`config.mk`:
```
export PLATFORM = sky130hd
export DESIGN_NAME = iew_ctrl
export DESIGN_NICKNAME = d
export VERILOG_FILES = /design/src/hw/iew_pkg.sv /design/src/hw/iew_ctrl.sv
export SDC_FILE = /design/constraint.sdc
export NUM_CORES = 1
export LEC_CHECK = 0
export ABC_CLOCK_PERIOD_IN_PS = 4700
export BUFFER_PORTS_ARGS = -buffer_cell sky130_fd_sc_hd__buf_2
export CAP_MARGIN = 20
export CORE_MARGIN = 2
export CORE_UTILIZATION = 58
export DETAILED_ROUTE_END_ITERATION = 10
export GPL_ROUTABILITY_DRIVEN = 0
export PLACE_DENSITY = 0.82
export SYNTH_ARGS = -nofsm -noshare
export SYNTH_HDL_FRONTEND = slang
export SYNTH_SLANG_ARGS = --single-unit
```
`constraint.sdc`:
```
create_clock -name core_clk_in -period 4.7 [get_ports core_clk_in]
set_clock_uncertainty 0.2 [all_clocks]
set_input_delay 0.47 -clock core_clk_in [delete_from_list [all_inputs] [get_ports core_clk_in]]
set_output_delay 0.47 -clock core_clk_in [all_outputs]
set_load 0.02 [all_outputs]
```
`src/hw/iew_pkg.sv`:
```
// Purpose: constants and types for the interrupt enable and idle/power-down controller
// Assumes: one 250 MHz core clock; state phases come from a phase counter in the block
// Notes:   register indices are word indices; byte address is four times the index
//
// Summary of operation
// - six sources: two lines, three timers, serial
// - each source has its own enable bit
// - bit 7 global enable gates all sources
// - enable bits 5..0: t2, serial, t1, x1, t0, x0
// - timer 2 request is overflow OR external flag, external flag only outside up/down mode
// - timer 2 flags cleared only by software
// - timer 0/1 flags set S5P2, sampled next cycle
// - clock-out rollovers raise no interrupt
// - idle stops core, peripherals keep running
// - idle ends on enabled interrupt or reset
// - reset wake blocks RAM for two cycles
// - power-down stops oscillator, keeps state
// - power-down exits only by hardware reset
// - idle strobes high, power-down strobes low
// - idle external memory: port 2 drives address
// - overflow and falling-edge set timer 2 flags
// - up/down mode external flag toggles, no interrupt
package iew_pkg;
    // register indices
    localparam logic [3:0] IEW_REG_IRQ_ENABLE = 4'h0;  // interrupt_enable
    localparam logic [3:0] IEW_REG_FLAGS      = 4'h1;  // source flags, write one to clear timer 2 flags
    localparam logic [3:0] IEW_REG_T2_CTRL    = 4'h2;  // timer 2 mode bits
    localparam logic [3:0] IEW_REG_POWER      = 4'h3;  // idle / power-down request and status
    localparam logic [3:0] IEW_REG_PENDING    = 4'h4;  // qualified requests
    // interrupt_enable bit positions
    localparam int IEW_BIT_GLOBAL = 7;
    localparam int IEW_BIT_RSVD   = 6;
    localparam int IEW_BIT_T2     = 5;
    localparam int IEW_BIT_SER    = 4;
    localparam int IEW_BIT_T1     = 3;
    localparam int IEW_BIT_X1     = 2;
    localparam int IEW_BIT_T0     = 1;
    localparam int IEW_BIT_X0     = 0;
    // flags register positions
    localparam int IEW_FLG_T2_OVF = 6;
    localparam int IEW_FLG_T2_EXT = 7;
    // timer 2 control positions
    localparam int IEW_T2C_UPDOWN = 0;
    localparam int IEW_T2C_BAUD   = 1;
    localparam int IEW_T2C_CLKOUT = 2;
    localparam int IEW_T2C_EXTEN  = 3;
    // power register positions
    localparam int IEW_PWR_IDLE   = 0;
    localparam int IEW_PWR_PDOWN  = 1;
    localparam int IEW_PWR_EXTMEM = 2;
    localparam logic [7:0] IEW_IE_RESET   = 8'h00;
    localparam logic [7:0] IEW_RSVD_MASK  = 8'h40;
    // machine cycle: 6 states of 2 phases, one clock per phase
    localparam int IEW_PHASES_PER_CYCLE = 12;
    localparam logic [3:0] IEW_PH_S2P2  = 4'h3;
    localparam logic [3:0] IEW_PH_S5P2  = 4'h9;
    localparam logic [3:0] IEW_PH_LAST  = 4'hb;
    localparam int IEW_WAKE_CYCLES = 2;

    typedef enum logic [2:0] {
        IEW_RUN   = 3'b001,
        IEW_IDLE  = 3'b010,
        IEW_PDOWN = 3'b100
    } iew_mode_t;

    typedef struct packed {
        logic       wr;
        logic       rd;
        logic [3:0] addr;
        logic [7:0] wdata;
    } iew_bus_t;

    typedef struct packed {
        logic addr_strobe;    // address latch strobe
        logic prog_store_strobe;
        logic port0_float;
        logic port2_addr;     // port 2 keeps driving the address
    } iew_pins_t;
endpackage : iew_pkg

```
`src/hw/iew_ctrl.sv`:
```
// Purpose: interrupt enable, timer-2 flag logic, idle and power-down control
// Assumes: source events are one-clock pulses synchronous to core_clk_in
// Notes:   flags are sticky; set beats clear in the same cycle
`timescale 1ns/10ps
module iew_ctrl
    import iew_pkg::*;
#(
    parameter int WAKE_CYCLES = IEW_WAKE_CYCLES
) (
    input  wire logic       core_clk_in,
    input  wire logic       arst_n_in,
    input  wire logic       reg_wr_in,
    input  wire logic       reg_rd_in,
    input  wire logic [3:0] reg_addr_in,
    input  wire logic [7:0] reg_wdata_in,
    output logic      [7:0] reg_rdata_out,
    input  wire logic       ext_irq_line_zero_in,   // flag level from line 0 logic
    input  wire logic       ext_irq_line_one_in,
    input  wire logic       timer0_overflow_in,     // overflow event pulse
    input  wire logic       timer1_overflow_in,
    input  wire logic       timer2_overflow_in,
    input  wire logic       timer2_ext_fall_in,     // falling edge seen on timer2_ext_input
    input  wire logic       serial_irq_in,
    input  wire logic       hw_reset_req_in,        // pin reset request, in idle or while running
    output logic      [5:0] irq_req_out,
    output logic            irq_any_out,
    output logic            core_halt_out,
    output logic            osc_stop_out,
    output logic            ram_block_out,
    output logic            internal_reset_out,
    output iew_pins_t       pins_out
);
    // elaboration check: the wake counter is four bits wide
    if (WAKE_CYCLES < 1 || WAKE_CYCLES > 15) begin : g_bad_wake
        $error("WAKE_CYCLES out of range");
    end

    logic [7:0] interrupt_enable_q;
    logic [3:0] t2_ctrl_q;
    logic       extmem_q;
    logic [3:0] phase_q;
    logic       t0_pend_q, t1_pend_q, t2_pend_q;
    logic       timer0_overflow_flag_q, timer1_overflow_flag_q;
    logic       timer2_overflow_flag_q, timer2_external_flag_q;
    logic [5:0] flags;
    logic [5:0] qual;
    iew_mode_t  mode_q;
    logic [3:0] wake_cnt_q;
    logic       wr_ie, wr_flg, wr_t2c, wr_pwr;
    logic       t2_quiet;

    assign wr_ie  = reg_wr_in && reg_addr_in == IEW_REG_IRQ_ENABLE;
    assign wr_flg = reg_wr_in && reg_addr_in == IEW_REG_FLAGS;
    assign wr_t2c = reg_wr_in && reg_addr_in == IEW_REG_T2_CTRL;
    assign wr_pwr = reg_wr_in && reg_addr_in == IEW_REG_POWER;
    assign t2_quiet = t2_ctrl_q[IEW_T2C_BAUD] | t2_ctrl_q[IEW_T2C_CLKOUT];

    // enable register; reserved bit kept zero by hardware
    always_ff @(posedge core_clk_in or negedge arst_n_in) begin
        if (!arst_n_in) begin
            interrupt_enable_q <= IEW_IE_RESET;
        end else if (wr_ie) begin
            interrupt_enable_q <= reg_wdata_in & ~IEW_RSVD_MASK;
        end
    end

    // timer 2 mode and memory configuration
    always_ff @(posedge core_clk_in or negedge arst_n_in) begin
        if (!arst_n_in) begin
            t2_ctrl_q <= 4'h0;
            extmem_q  <= 1'b0;
        end else begin
            if (wr_t2c) begin
                t2_ctrl_q <= reg_wdata_in[3:0];
            end
            if (wr_pwr) begin
                extmem_q <= reg_wdata_in[IEW_PWR_EXTMEM];
            end
        end
    end

    // machine cycle phase counter, stopped in power-down
    always_ff @(posedge core_clk_in or negedge arst_n_in) begin
        if (!arst_n_in) begin
            phase_q <= 4'h0;
        end else if (mode_q != IEW_PDOWN) begin
            phase_q <= (phase_q == IEW_PH_LAST) ? 4'h0 : phase_q + 4'h1;
        end
    end

    // hold overflow events until their setting phase
    always_ff @(posedge core_clk_in or negedge arst_n_in) begin
        if (!arst_n_in) begin
            t0_pend_q <= 1'b0;
            t1_pend_q <= 1'b0;
            t2_pend_q <= 1'b0;
        end else begin
            t0_pend_q <= timer0_overflow_in | (t0_pend_q & phase_q != IEW_PH_S5P2);
            t1_pend_q <= timer1_overflow_in | (t1_pend_q & phase_q != IEW_PH_S5P2);
            t2_pend_q <= timer2_overflow_in | (t2_pend_q & phase_q != IEW_PH_S2P2);
        end
    end

    // timer 0/1 flags set at S5P2, cleared by write-one
    always_ff @(posedge core_clk_in or negedge arst_n_in) begin
        if (!arst_n_in) begin
            timer0_overflow_flag_q <= 1'b0;
            timer1_overflow_flag_q <= 1'b0;
        end else begin
            if (t0_pend_q && phase_q == IEW_PH_S5P2) begin
                timer0_overflow_flag_q <= 1'b1;
            end else if (wr_flg && reg_wdata_in[IEW_BIT_T0]) begin
                timer0_overflow_flag_q <= 1'b0;
            end
            if (t1_pend_q && phase_q == IEW_PH_S5P2) begin
                timer1_overflow_flag_q <= 1'b1;
            end else if (wr_flg && reg_wdata_in[IEW_BIT_T1]) begin
                timer1_overflow_flag_q <= 1'b0;
            end
        end
    end

    // timer 2 flags: overflow set at S2P2, external set on the falling edge; never cleared by vectoring
    always_ff @(posedge core_clk_in or negedge arst_n_in) begin
        if (!arst_n_in) begin
            timer2_overflow_flag_q <= 1'b0;
            timer2_external_flag_q <= 1'b0;
        end else begin
            if (t2_pend_q && phase_q == IEW_PH_S2P2 && !t2_quiet) begin
                timer2_overflow_flag_q <= 1'b1;
            end else if (wr_flg && reg_wdata_in[IEW_FLG_T2_OVF]) begin
                timer2_overflow_flag_q <= 1'b0;
            end
            if (t2_ctrl_q[IEW_T2C_UPDOWN]) begin
                if (t2_pend_q && phase_q == IEW_PH_S2P2) begin
                    timer2_external_flag_q <= ~timer2_external_flag_q;
                end else if (wr_flg && reg_wdata_in[IEW_FLG_T2_EXT]) begin
                    timer2_external_flag_q <= 1'b0;
                end
            end else if (timer2_ext_fall_in && t2_ctrl_q[IEW_T2C_EXTEN]) begin
                timer2_external_flag_q <= 1'b1;
            end else if (wr_flg && reg_wdata_in[IEW_FLG_T2_EXT]) begin
                timer2_external_flag_q <= 1'b0;
            end
        end
    end

    // six sources gathered in enable-bit order
    always_comb begin
        flags = '0;
        flags[IEW_BIT_X0]  = ext_irq_line_zero_in;
        flags[IEW_BIT_T0]  = timer0_overflow_flag_q;
        flags[IEW_BIT_X1]  = ext_irq_line_one_in;
        flags[IEW_BIT_T1]  = timer1_overflow_flag_q;
        flags[IEW_BIT_SER] = serial_irq_in;
        flags[IEW_BIT_T2]  = timer2_overflow_flag_q |
                             (timer2_external_flag_q & ~t2_ctrl_q[IEW_T2C_UPDOWN]);
    end

    // qualified requests
    assign qual = flags & interrupt_enable_q[5:0] & {6{interrupt_enable_q[IEW_BIT_GLOBAL]}};

    // request outputs registered
    always_ff @(posedge core_clk_in or negedge arst_n_in) begin
        if (!arst_n_in) begin
            irq_req_out <= 6'h00;
            irq_any_out <= 1'b0;
        end else begin
            irq_req_out <= qual;
            irq_any_out <= |qual;
        end
    end

    // power mode machine
    always_ff @(posedge core_clk_in or negedge arst_n_in) begin
        if (!arst_n_in) begin
            mode_q <= IEW_RUN;
        end else begin
            case (mode_q)
                IEW_RUN: begin
                    if (wr_pwr && reg_wdata_in[IEW_PWR_PDOWN]) begin
                        mode_q <= IEW_PDOWN;
                    end else if (wr_pwr && reg_wdata_in[IEW_PWR_IDLE]) begin
                        mode_q <= IEW_IDLE;
                    end
                end
                IEW_IDLE: begin
                    if (|qual || hw_reset_req_in) begin
                        mode_q <= IEW_RUN;
                    end
                end
                IEW_PDOWN: begin
                    mode_q <= IEW_PDOWN;
                end
                default: begin
                    mode_q <= IEW_RUN;
                end
            endcase
        end
    end

    // reset wake window counted in machine cycles
    always_ff @(posedge core_clk_in or negedge arst_n_in) begin
        if (!arst_n_in) begin
            wake_cnt_q <= 4'h0;
        end else if (mode_q == IEW_IDLE && hw_reset_req_in) begin
            wake_cnt_q <= 4'(WAKE_CYCLES);
        end else if (wake_cnt_q != 4'h0 && phase_q == IEW_PH_LAST) begin
            wake_cnt_q <= wake_cnt_q - 4'h1;
        end
    end

    // reset pulse once the wake window closes
    always_ff @(posedge core_clk_in or negedge arst_n_in) begin
        if (!arst_n_in) begin
            internal_reset_out <= 1'b0;
        end else begin
            internal_reset_out <= (wake_cnt_q == 4'h1 && phase_q == IEW_PH_LAST) ||
                                  (hw_reset_req_in && mode_q == IEW_RUN && wake_cnt_q == 4'h0);
        end
    end

    // core, oscillator, RAM and pin controls
    always_ff @(posedge core_clk_in or negedge arst_n_in) begin
        if (!arst_n_in) begin
            core_halt_out  <= 1'b0;
            osc_stop_out   <= 1'b0;
            ram_block_out  <= 1'b0;
            pins_out       <= '0;
        end else begin
            core_halt_out  <= mode_q != IEW_RUN;
            osc_stop_out   <= mode_q == IEW_PDOWN;
            ram_block_out  <= wake_cnt_q != 4'h0;
            pins_out.addr_strobe       <= mode_q != IEW_PDOWN;
            pins_out.prog_store_strobe <= mode_q != IEW_PDOWN;
            pins_out.port0_float       <= mode_q != IEW_RUN && extmem_q;
            pins_out.port2_addr        <= mode_q != IEW_PDOWN && extmem_q;
        end
    end

    // register read, one cycle after the strobe
    always_ff @(posedge core_clk_in or negedge arst_n_in) begin
        if (!arst_n_in) begin
            reg_rdata_out <= 8'h00;
        end else if (reg_rd_in) begin
            case (reg_addr_in)
                IEW_REG_IRQ_ENABLE: reg_rdata_out <= interrupt_enable_q;
                IEW_REG_FLAGS:      reg_rdata_out <= {timer2_external_flag_q, timer2_overflow_flag_q, flags[5:0]};
                IEW_REG_T2_CTRL:    reg_rdata_out <= {4'h0, t2_ctrl_q};
                IEW_REG_POWER:      reg_rdata_out <= {5'h00, extmem_q, mode_q == IEW_PDOWN, mode_q == IEW_IDLE};
                IEW_REG_PENDING:    reg_rdata_out <= {2'h0, qual};
                default:            reg_rdata_out <= 8'h00;
            endcase
        end else begin
            reg_rdata_out <= 8'h00;
        end
    end
endmodule : iew_ctrl

```
Word level (Yosys, flattened, before mapping)
Cells that the tools add are included.
W data, S select, Z words.
{ "op_classes": {"bitwise": 13, "n_eq_ne": 17, "reduce_logical": 34, "mux": 19, "add_sub_neg": 2} }
{ "op_table": {"columns": ["operator", "n"], "rows": [
  ["$pmux W8 S5", 1],
  ["$logic_and A1 B1 Y1", 22],
  ["$and A6 B6 Y6", 2],
  ["$eq A4 B2 Y1 const B", 3],
  ["$mux W4", 3],
  ["$mux W1", 10],
  ["$mux W3", 3],
  ["$pmux W3 S3", 1],
  ["$eq A4 B1 Y1 const B", 2],
  ["$eq A4 B4 Y1 const B", 2],
  ["$logic_not A4 Y1", 2],
  ["$mux W8", 1],
  ["$reduce_bool A2 Y1", 4],
  ["$ne A3 B3 Y1 const B", 2],
  ["$reduce_or A6 Y1", 1],
  ["$or A1 B1 Y1", 5],
  ["$add A4 B1 Y4 const B", 1],
  ["$and A1 B1 Y1", 4],
  ["$eq A4 B3 Y1 const B", 1],
  ["$ne A4 B2 Y1 const B", 1],
  ["$ne A4 B4 Y1 const B", 1],
  ["$reduce_bool A4 Y1", 1],
  ["$sub A4 B1 Y4 const B", 1],
  ["$eq A3 B1 Y1 const B", 1],
  ["other kinds (8)", 10]
]} }
{ "totals": {"in_bits": 24, "reg_bits": 52, "wordCells": 108, "out_inout_bits": 23} }

Longest topological paths before layout
Gate-level depths: netlist (run 1).
{ "logic_depth": {"depth_word": 9, "mapped_depth": 6, "depth_no_buf": 6} }

Least setup slack after synthesis (run 1)
No wires, ideal clock.
{ "synth_path": {"path_type": "register to register", "from": "register wake_cnt_q[0]", "to": "register wake_cnt_q[1]", "synth_period_minus_slack_ps": 1749, "stages_incl_launch_ff": 7, "arrival_time_ps": 1425, "slack_ps": 2951, "required_time_ps": 4376, "setup_ps": 124, "path_buffers": 0, "path_cell_list": "dfrtp_1 inv_1 ha_1 or3b_1 nand2_1 nor2_1 a211o_1"} }
{ "synth_via": {"elab_chain_len": 3, "elab_cells_between_ends": 6, "cone_classes": "1 x add/sub; 2 x mux; 3 x reduce/logical"} }
{ "synth_lines": {"columns": ["item", "line", "rtl"], "rows": [
  ["from (decl)", "iew_ctrl.sv:48", "logic [3:0] wake_cnt_q;"],
  ["from (signal assigned)", "iew_ctrl.sv:207", "wake_cnt_q <= 4'(WAKE_CYCLES);"],
  ["from (signal assigned)", "iew_ctrl.sv:209", "wake_cnt_q <= wake_cnt_q - 4'h1;"],
  ["$sub A4 B1 Y4 / $reduce_bool A4 Y1 (equally long branches)", "iew_ctrl.sv:209, iew_ctrl.sv:208", null],
  ["$mux W4 / $logic_and A1 B1 Y1 (equally long branches)", "iew_ctrl.sv:208", "end else if (wake_cnt_q != 4'h0 && phase_q == IEW_PH_LAST) begin"],
  ["$mux W4 / $reduce_bool A2 Y1 (equally long branches)", null, null]
]} }
Several ways; a longest one is shown, not always the timed one. The select of a mux whose other input is x is not followed.
A chain may end at the register's enable or synchronous reset.

Worst setup path after layout (run 1)
Ends and elaborated chain as after synthesis.

==> metrics.csv, run 1 <==
stage;metric;value;unit
status;result of the run;complete, no violations;
sta;final total negative setup slack;0;ns
worst_setup_path;kind of end point of the critical path;register;
sta;worst-margin pin slew;0.6574;ns
detailed_routing;via count;1762;
synthesis;Post-Syn Area;2362;um2
cells_and_area;count of inserted antenna diode cells;0;
worst_setup_path;Crit Path Category;reg2reg;
clocking;buffer levels on the longest clock path;2;
sta;time the worst path needs with I/O delays and setup;1.896;ns
grt;global-route wire length before repair;7.790;mm
sta;# setup viols final;0;
cells_and_area;fin nets;281;
cells_and_area;share of final-layout standard cells stronger than drive strength 1;0.2609;
hold_path;Hold Path Class;in2reg;
grt;via count of the first global-routing pass;1726;
clocking;htree depth;2;
detailed_routing;DRT Pass-1 Iters;6;
synthesis;number of distinct library cell variants in the gate-level netlist after synthesis;51;
place;IO Port Bufs;46;
clocking;Clock Pin Slew Worst Setup and Hold Paths;0.09;ns
floorplanning;Die Width;67.82;um
clocking;clock tree from TritonCTS;done;
detailed_routing;per-cell routed wire length;15.83;um
worst_setup_path;maximum fanout encountered on the critical timing path;4;
grt;total track usage;0.2321;
power_and_ir_drop;final total power;1.171;mW
clocking;total of cells resized after clock tree synthesis;0;
synthesis;YS warnings;0;
floorplanning;effective utilization at floorplan;0.5948;
detailed_routing;via count normalized by instance count;5.815;
floorplanning;area of the die;4600;um2
cells_and_area;Synth-to-Final Area Change;16.37;%
clocking;TritonCTS Buffers;5;
clocking;clock insertion delay at the later pin of the skew report;0.31;ns
hold_path;number of instances on the worst hold path;2;
sta;Max-slew headroom;0.5608;
grt;pin count of the biggest net entering global routing;53;
cells_and_area;number of fill cells in the layout;318;
clocking;CTS Sinks;52;
synthesis;register area share after synthesis;0.5514;
grt;sum of overflow across all layers after global routing;0;
synthesis;number of flip-flops and latches in the synthesized netlist;52;
detailed_routing;number of nets with antenna violations after routing;0;
power_and_ir_drop;Pleak;1.339;nW
worst_setup_path;Critical Path Start Type;register;
synthesis;EDFF count, synth;0;
cells_and_area;utilization after layout;0.6922;
worst_setup_path;Critical Path AT;1.90;ns
synthesis;synthesized netlist cell count;201;
synthesis;top-area cell type share of the netlist area;0.5403;
detailed_routing;number of DRC markers in iteration 0;135;
sta;final number of max-transition violations;0;
power_and_ir_drop;cell area power density;425.9;nW/um2
synthesis;commonest register cell after synthesis;dfrtp_1;
sta;portion of the clock cycle consumed by the worst path in the final layout;0.4034;
floorplanning;CORE AREA;3971;um2
sta;endpoints failing hold;0;
cells_and_area;most frequent standard cell in the layout excluding fill and tap cells;dfrtp_1;
place;placed cells;293;
grt;number of antenna violations at the first check in global routing;0;
synthesis;asr flop ratio synth;1.000;
synthesis;cells taking the most area after synthesis;dfrtp_1, mux2_1, ha_1;
cells_and_area;final standard cell count with taps included and fillers excluded;303;
worst_setup_path;depth of the worst register-to-register path;6;
power_and_ir_drop;Max VDD drop;288.8;uV
job;Max-cap violations;0;
place;Post-DP HPWL;3.542;mm
cells_and_area;most used cells in the layout excluding fill and tap cells;dfrtp_1, buf_2, nand2_1;
floorplanning;total number of placement rows;23;
clocking;buffer cell driving the clock tree root;clkbuf_8;
detailed_routing;residual DRC count;0;
synthesis;cell taking the most area after synthesis;dfrtp_1;
synthesis;synthesized area per cell;11.75;um2
detailed_routing;final wirelength;4.796;mm
worst_setup_path;Crit path required time;4.70;ns
synthesis;post-synthesis net count;230;
floorplanning;ports placed on the boundary;47;
floorplanning;Die Ht;67.82;um
sta;Final Hold Slack;0.1327;ns
sta;RSZ-0062 raised after global routing;false;
sta;Highest Clock Rate;0.5275;GHz
==> where the power goes <==
part	internal [mW]	switching [mW]	leakage (nW)
sequential	0.533	0.0909	0.637
clock	0.120	0.145	0.0445
combinational	0.132	0.150	0.657
==> cell type report <==
class                           count  area, um2  share of cell area
Clock buffer                        7      86.33             0.03141
Clock inverter                      1      7.507            0.002731
Inverter                            8      30.03             0.01092
Multi-Input combinational cell    136      992.2              0.3609
Sequential cell                    52       1303              0.4738
Tap cell                           50      62.56             0.02276
Timing Repair Buffer               49      267.8             0.09741
==> logic make-up (layout without fill, tap and decap cells) <==
| group | after synthesis | count (layout) | share of synthesized area |
|---|---|---|---|
| xor+xnor | 3 | 3 | 0.01112 |
| simple gates | 71 | 71 | 0.1870 |
| buf+inv | 13 | 65 | 0.02860 |
| flops | 52 | 52 | 0.5514 |
| fa+ha+maj | 5 | 5 | 0.02648 |
| compound gates | 44 | 44 | 0.1335 |
| mux | 13 | 13 | 0.06197 |
==> cell usage after synthesis (all sizes together) (4+ instances only) <==
cell / number
mux2: 13
nand2: 15
a21o: 4
o21ai: 8
a21oi: 10
dfrtp: 51
nor2: 12
a22oi: 5
nand3: 8
nor2b: 4
a22o: 4
ha: 5
inv: 8
and3: 9
==> per-layer routing <==
metal  track usage  part of all wire  wire [um]
met1        0.2888              0.43       2053
met2        0.3811              0.48       2325
met3       0.05921             0.062        298
met4        0.1075             0.025        119
met5             0                 0          0
==> state kept, by name (all words and copies together), names as in the netlist, 3 cells and up <==
register / flops
mode_q: 3
irq_req_out: 6
t2_ctrl_q: 4
reg_rdata_out: 8
phase_q: 4
interrupt_enable_q: 7
wake_cnt_q: 4
pins_out: 3
==> final timing paths <==
kind | from | endpoint | slack, ns
worst max register to register | wake_cnt_q[0] | wake_cnt_q[1] | 2.80
worst min-delay path | timer2_overflow_in | t2_pend_q | 0.13
max in group asynchronous | arst_n_in | mode_q[0] | 3.39
worst min register to register | t2_pend_q | t2_pend_q | 0.28
worst max-delay path | wake_cnt_q[0] | wake_cnt_q[1] | 2.80
min in group asynchronous | arst_n_in | osc_stop_out | 0.36
==> critical path: stages (launching register included) <==
cell,delay (ns)
dfrtp_1,0.41
inv_1,0.12
ha_1,0.18
or3b_1,0.42
nand2_1,0.14
nor2_1,0.06
a211o_1,0.26
==> repair_timing <==
action                    in CTS  in global routing
hold endpoints to repair       0                 10
buffers inserted               0                  0
hold buffers                   0                  1
==> metrics by stage <==
step,cell area [um2],worst slack (ns)
2_1_floorplan,2362,2.951
3_3_place_gp,2625,2.656
3_5_place_dp,2625,2.619
4_1_cts,2719,2.801
5_1_grt,2749,2.709
6_report,2749,2.804
No activity file was read; power rests on OpenSTA's default activity.
==> run 2, diff against run 1 <==
==> config.mk (replaced) <==
export PLATFORM = sky130hd
export DESIGN_NAME = iew_ctrl
export DESIGN_NICKNAME = d
export VERILOG_FILES = /design/src/hw/iew_pkg.sv /design/src/hw/iew_ctrl.sv
export SDC_FILE = /design/constraint.sdc
export NUM_CORES = 1
export LEC_CHECK = 0
export ABC_CLOCK_PERIOD_IN_PS = 1970
export BUFFER_PORTS_ARGS = -buffer_cell sky130_fd_sc_hd__buf_2
export CAP_MARGIN = 20
export CORE_MARGIN = 2
export CORE_UTILIZATION = 54
export DETAILED_ROUTE_END_ITERATION = 10
export GPL_ROUTABILITY_DRIVEN = 0
export PLACE_DENSITY = 0.77
export SYNTH_ARGS = -nofsm -noshare
export SYNTH_HDL_FRONTEND = slang
export SYNTH_SLANG_ARGS = --single-unit
==> constraint.sdc (replaced) <==
create_clock -name core_clk_in -period 1.97 [get_ports core_clk_in]
set_clock_uncertainty 0.2 [all_clocks]
set_input_delay 0.197 -clock core_clk_in [delete_from_list [all_inputs] [get_ports core_clk_in]]
set_output_delay 0.197 -clock core_clk_in [all_outputs]
set_load 0.02 [all_outputs]
==> run 2 against run 1 <==
Fmax is 4.2% higher. Largest power group unchanged. Global-route usage decreased by 0.50 points. Non-clock buffer count up 17. Via count up 2.7%. Sequential power up 140%. Combinational power up 150%. Highest routed layer unchanged. Critical endpoint unchanged.
==> metrics.csv, run 2 (synthesized netlist as in run 1, its figures left out) <==
stage;metric;value;unit;change
cells_and_area;number of flip-flops in the largest register;8;;unchanged
cells_and_area;fin nets;298;;was 281
floorplanning;ports placed on the boundary;47;;unchanged
clocking;Post-CTS Setup Bufs;0;;unchanged
worst_setup_path;Crit path required time;1.97;ns;was 4.70 ns
grt;global-route wire length before repair;8.673;mm;was 7.790 mm
sta;portion of the clock cycle consumed by the worst path in the final layout;0.9239;;was 0.4034
cells_and_area;largest register by flop count;reg_rdata_out;;unchanged
detailed_routing;residual DRC count;0;;unchanged
cells_and_area;most used cells in the layout excluding fill and tap cells;dfrtp_1, buf_2, dlygate4sd3_1;;was dfrtp_1, buf_2, nand2_1
grt;total track usage;0.2270;;was 0.2321
worst_setup_path;Setup crit start;wake_cnt_q[0];;unchanged
cells_and_area;share of final-layout standard cells stronger than drive strength 1;0.2667;;was 0.2609
cells_and_area;number of fill cells in the layout;322;;was 318
hold_path;Hold Path Class;in2reg;;unchanged
worst_setup_path;depth of the worst register-to-register path;6;;unchanged
worst_setup_path;end of the worst register-to-register path;wake_cnt_q[1];;unchanged
cells_and_area;registers with the most flip-flops;reg_rdata_out x8, interrupt_enable_q x7, irq_req_out x6;;unchanged
worst_setup_path;Critical Path Start Type;register;;unchanged
clocking;CTS Sinks;52;;unchanged
detailed_routing;number of nets with antenna violations after routing;0;;unchanged
detailed_routing;via count normalized by instance count;5.621;;was 5.815
worst_setup_path;maximum fanout encountered on the critical timing path;4;;unchanged
clocking;Clock Pin Slew Worst Setup and Hold Paths;0.09;ns;about the same
sta;# setup viols final;0;;unchanged
power_and_ir_drop;cell area power density;949.5;nW/um2;was 425.9 nW/um2
cells_and_area;count of inserted antenna diode cells;0;;unchanged
sta;final number of max-transition violations;0;;unchanged
place;post-place setup slack;0.1091;ns;was 2.619 ns
cells_and_area;utilization after layout;0.6783;;was 0.6922
worst_setup_path;slack of the worst reg-to-reg path;0.15;ns;was 2.80 ns
floorplanning;CORE AREA;4294;um2;was 3971 um2
floorplanning;total number of placement rows;24;;was 23
sta;Max-slew headroom;0.6775;;was 0.5608
sta;RSZ-0062 raised after global routing;false;;unchanged
detailed_routing;via count;1810;;was 1762
sta;endpoints failing hold;0;;unchanged
cells_and_area;most frequent standard cell in the layout excluding fill and tap cells;dfrtp_1;;unchanged
cells_and_area;Synth-to-Final Area Change;23.30;%;was 16.37%
grt;via count of the first global-routing pass;1796;;was 1726
floorplanning;area of the die;4920;um2;was 4600 um2
power_and_ir_drop;Pleak;1.417;nW;was 1.339 nW
sta;worst-margin pin slew;0.4828;ns;was 0.6574 ns
sta;time the worst path needs with I/O delays and setup;1.820;ns;was 1.896 ns
sta;Highest Clock Rate;0.5494;GHz;was 0.5275 GHz
clocking;buffer levels on the longest clock path;2;;unchanged
floorplanning;Die Ht;70.14;um;was 67.82 um
job;Max-cap violations;0;;unchanged
detailed_routing;DRT Pass-1 Iters;4;;was 6
clocking;buffer cell driving the clock tree root;clkbuf_8;;unchanged
detailed_routing;final wirelength;5.038;mm;was 4.796 mm
floorplanning;effective utilization at floorplan;0.5501;;was 0.5948
grt;sum of overflow across all layers after global routing;0;;unchanged
status;result of the run;complete, no violations;;unchanged
worst_setup_path;beginning of the worst register-to-register path;wake_cnt_q[0];;unchanged
grt;pin count of the biggest net entering global routing;34;;was 53
sta;final total negative setup slack;0;ns;unchanged
detailed_routing;per-cell routed wire length;15.65;um;was 15.83 um
clocking;TritonCTS Buffers;5;;unchanged
clocking;clock insertion delay at the later pin of the skew report;0.30;ns;was 0.31 ns
power_and_ir_drop;Max VDD drop;773.9;uV;was 288.8 uV
worst_setup_path;kind of end point of the critical path;register;;unchanged
clocking;htree depth;2;;unchanged
clocking;clock tree from TritonCTS;done;;unchanged
place;IO Port Bufs;46;;unchanged
worst_setup_path;Critical Path AT;1.82;ns;was 1.90 ns
place;Post-DP HPWL;3.562;mm;was 3.542 mm
worst_setup_path;capture point of the worst path;wake_cnt_q[1];;unchanged
grt;number of antenna violations at the first check in global routing;0;;unchanged
worst_setup_path;Crit Path Category;reg2reg;;unchanged
detailed_routing;number of DRC markers in iteration 0;161;;was 135
floorplanning;Die Width;70.14;um;was 67.82 um
sta;post-layout worst setup margin;0.1498;ns;was 2.804 ns
==> run 2: layout make-up <==
cell class / instances / area (um2) / share of cell area
Clock inverter: 3 / 18.77 / 0.006443
Sequential cell: 52 / 1303 / 0.4472
Clock buffer: 5 / 68.82 / 0.02363
Multi-Input combinational cell: 136 / 997.2 / 0.3424
Inverter: 8 / 30.03 / 0.01031
Tap cell: 52 / 65.06 / 0.02234
Timing Repair Buffer: 66 / 430.4 / 0.1478
==> run 2: worst max-delay path: stages (launching register included) <==
cell and delay [ns]:
dfrtp_1 0.41, inv_1 0.12, ha_1 0.18, or3b_4 0.41
nand2_2 0.10, nor2_1 0.05, a211o_1 0.25
==> run 2: repair_timing <==
item,CTS,global route
hold buffers,15,0
setup endpoints to repair,0,1
resized for setup,0,2
endpoints found under the hold margin,40,0
==> run 2: worst min path at each step <==
stage	startpoint	end	slack (ns)	cells past startpoint
global placement	arst_n_in	pins_out[1]	-0.04	1
detailed placement	arst_n_in	pins_out[1]	-0.03	1
floorplan	arst_n_in	core_halt_out	-0.30	0
global route	ext_irq_line_one_in	irq_req_out[2]	0.02	2
CTS	ext_irq_line_one_in	irq_req_out[2]	0.01	2
finish	ext_irq_line_one_in	irq_req_out[2]	0.01	2
==> run 2: power by group <==
part           leakage (nW)  internal (mW)  total [mW]  switching, mW
logic                 0.733          0.341       0.702          0.362
clock network        0.0479          0.248       0.587          0.339
registers             0.637           1.27        1.48          0.204
==> run 2: per-layer routing <==
metal | part of all wire | vias up | track usage
met5 | 0 | - | 0
met4 | 0.013 | 0 | 0.07692
met3 | 0.050 | 4 | 0.05916
met2 | 0.52 | 58 | 0.3926
met1 | 0.42 | 886 | 0.2758
li1 | - | 862 | -
==> run 2: stage by stage <==
stage	area [um2]	hold slack, ns	cells	total power [mW]
3_5_place_dp	2670	-0.02962	299	2.168
5_1_grt	2913	0.02419	322	2.952
3_3_place_gp	2670	-0.03532	299	2.129
4_1_cts	2908	0.01105	322	2.781
2_1_floorplan	2362	-0.2986	201	1.927
6_report	2913	0.01452	322	2.766
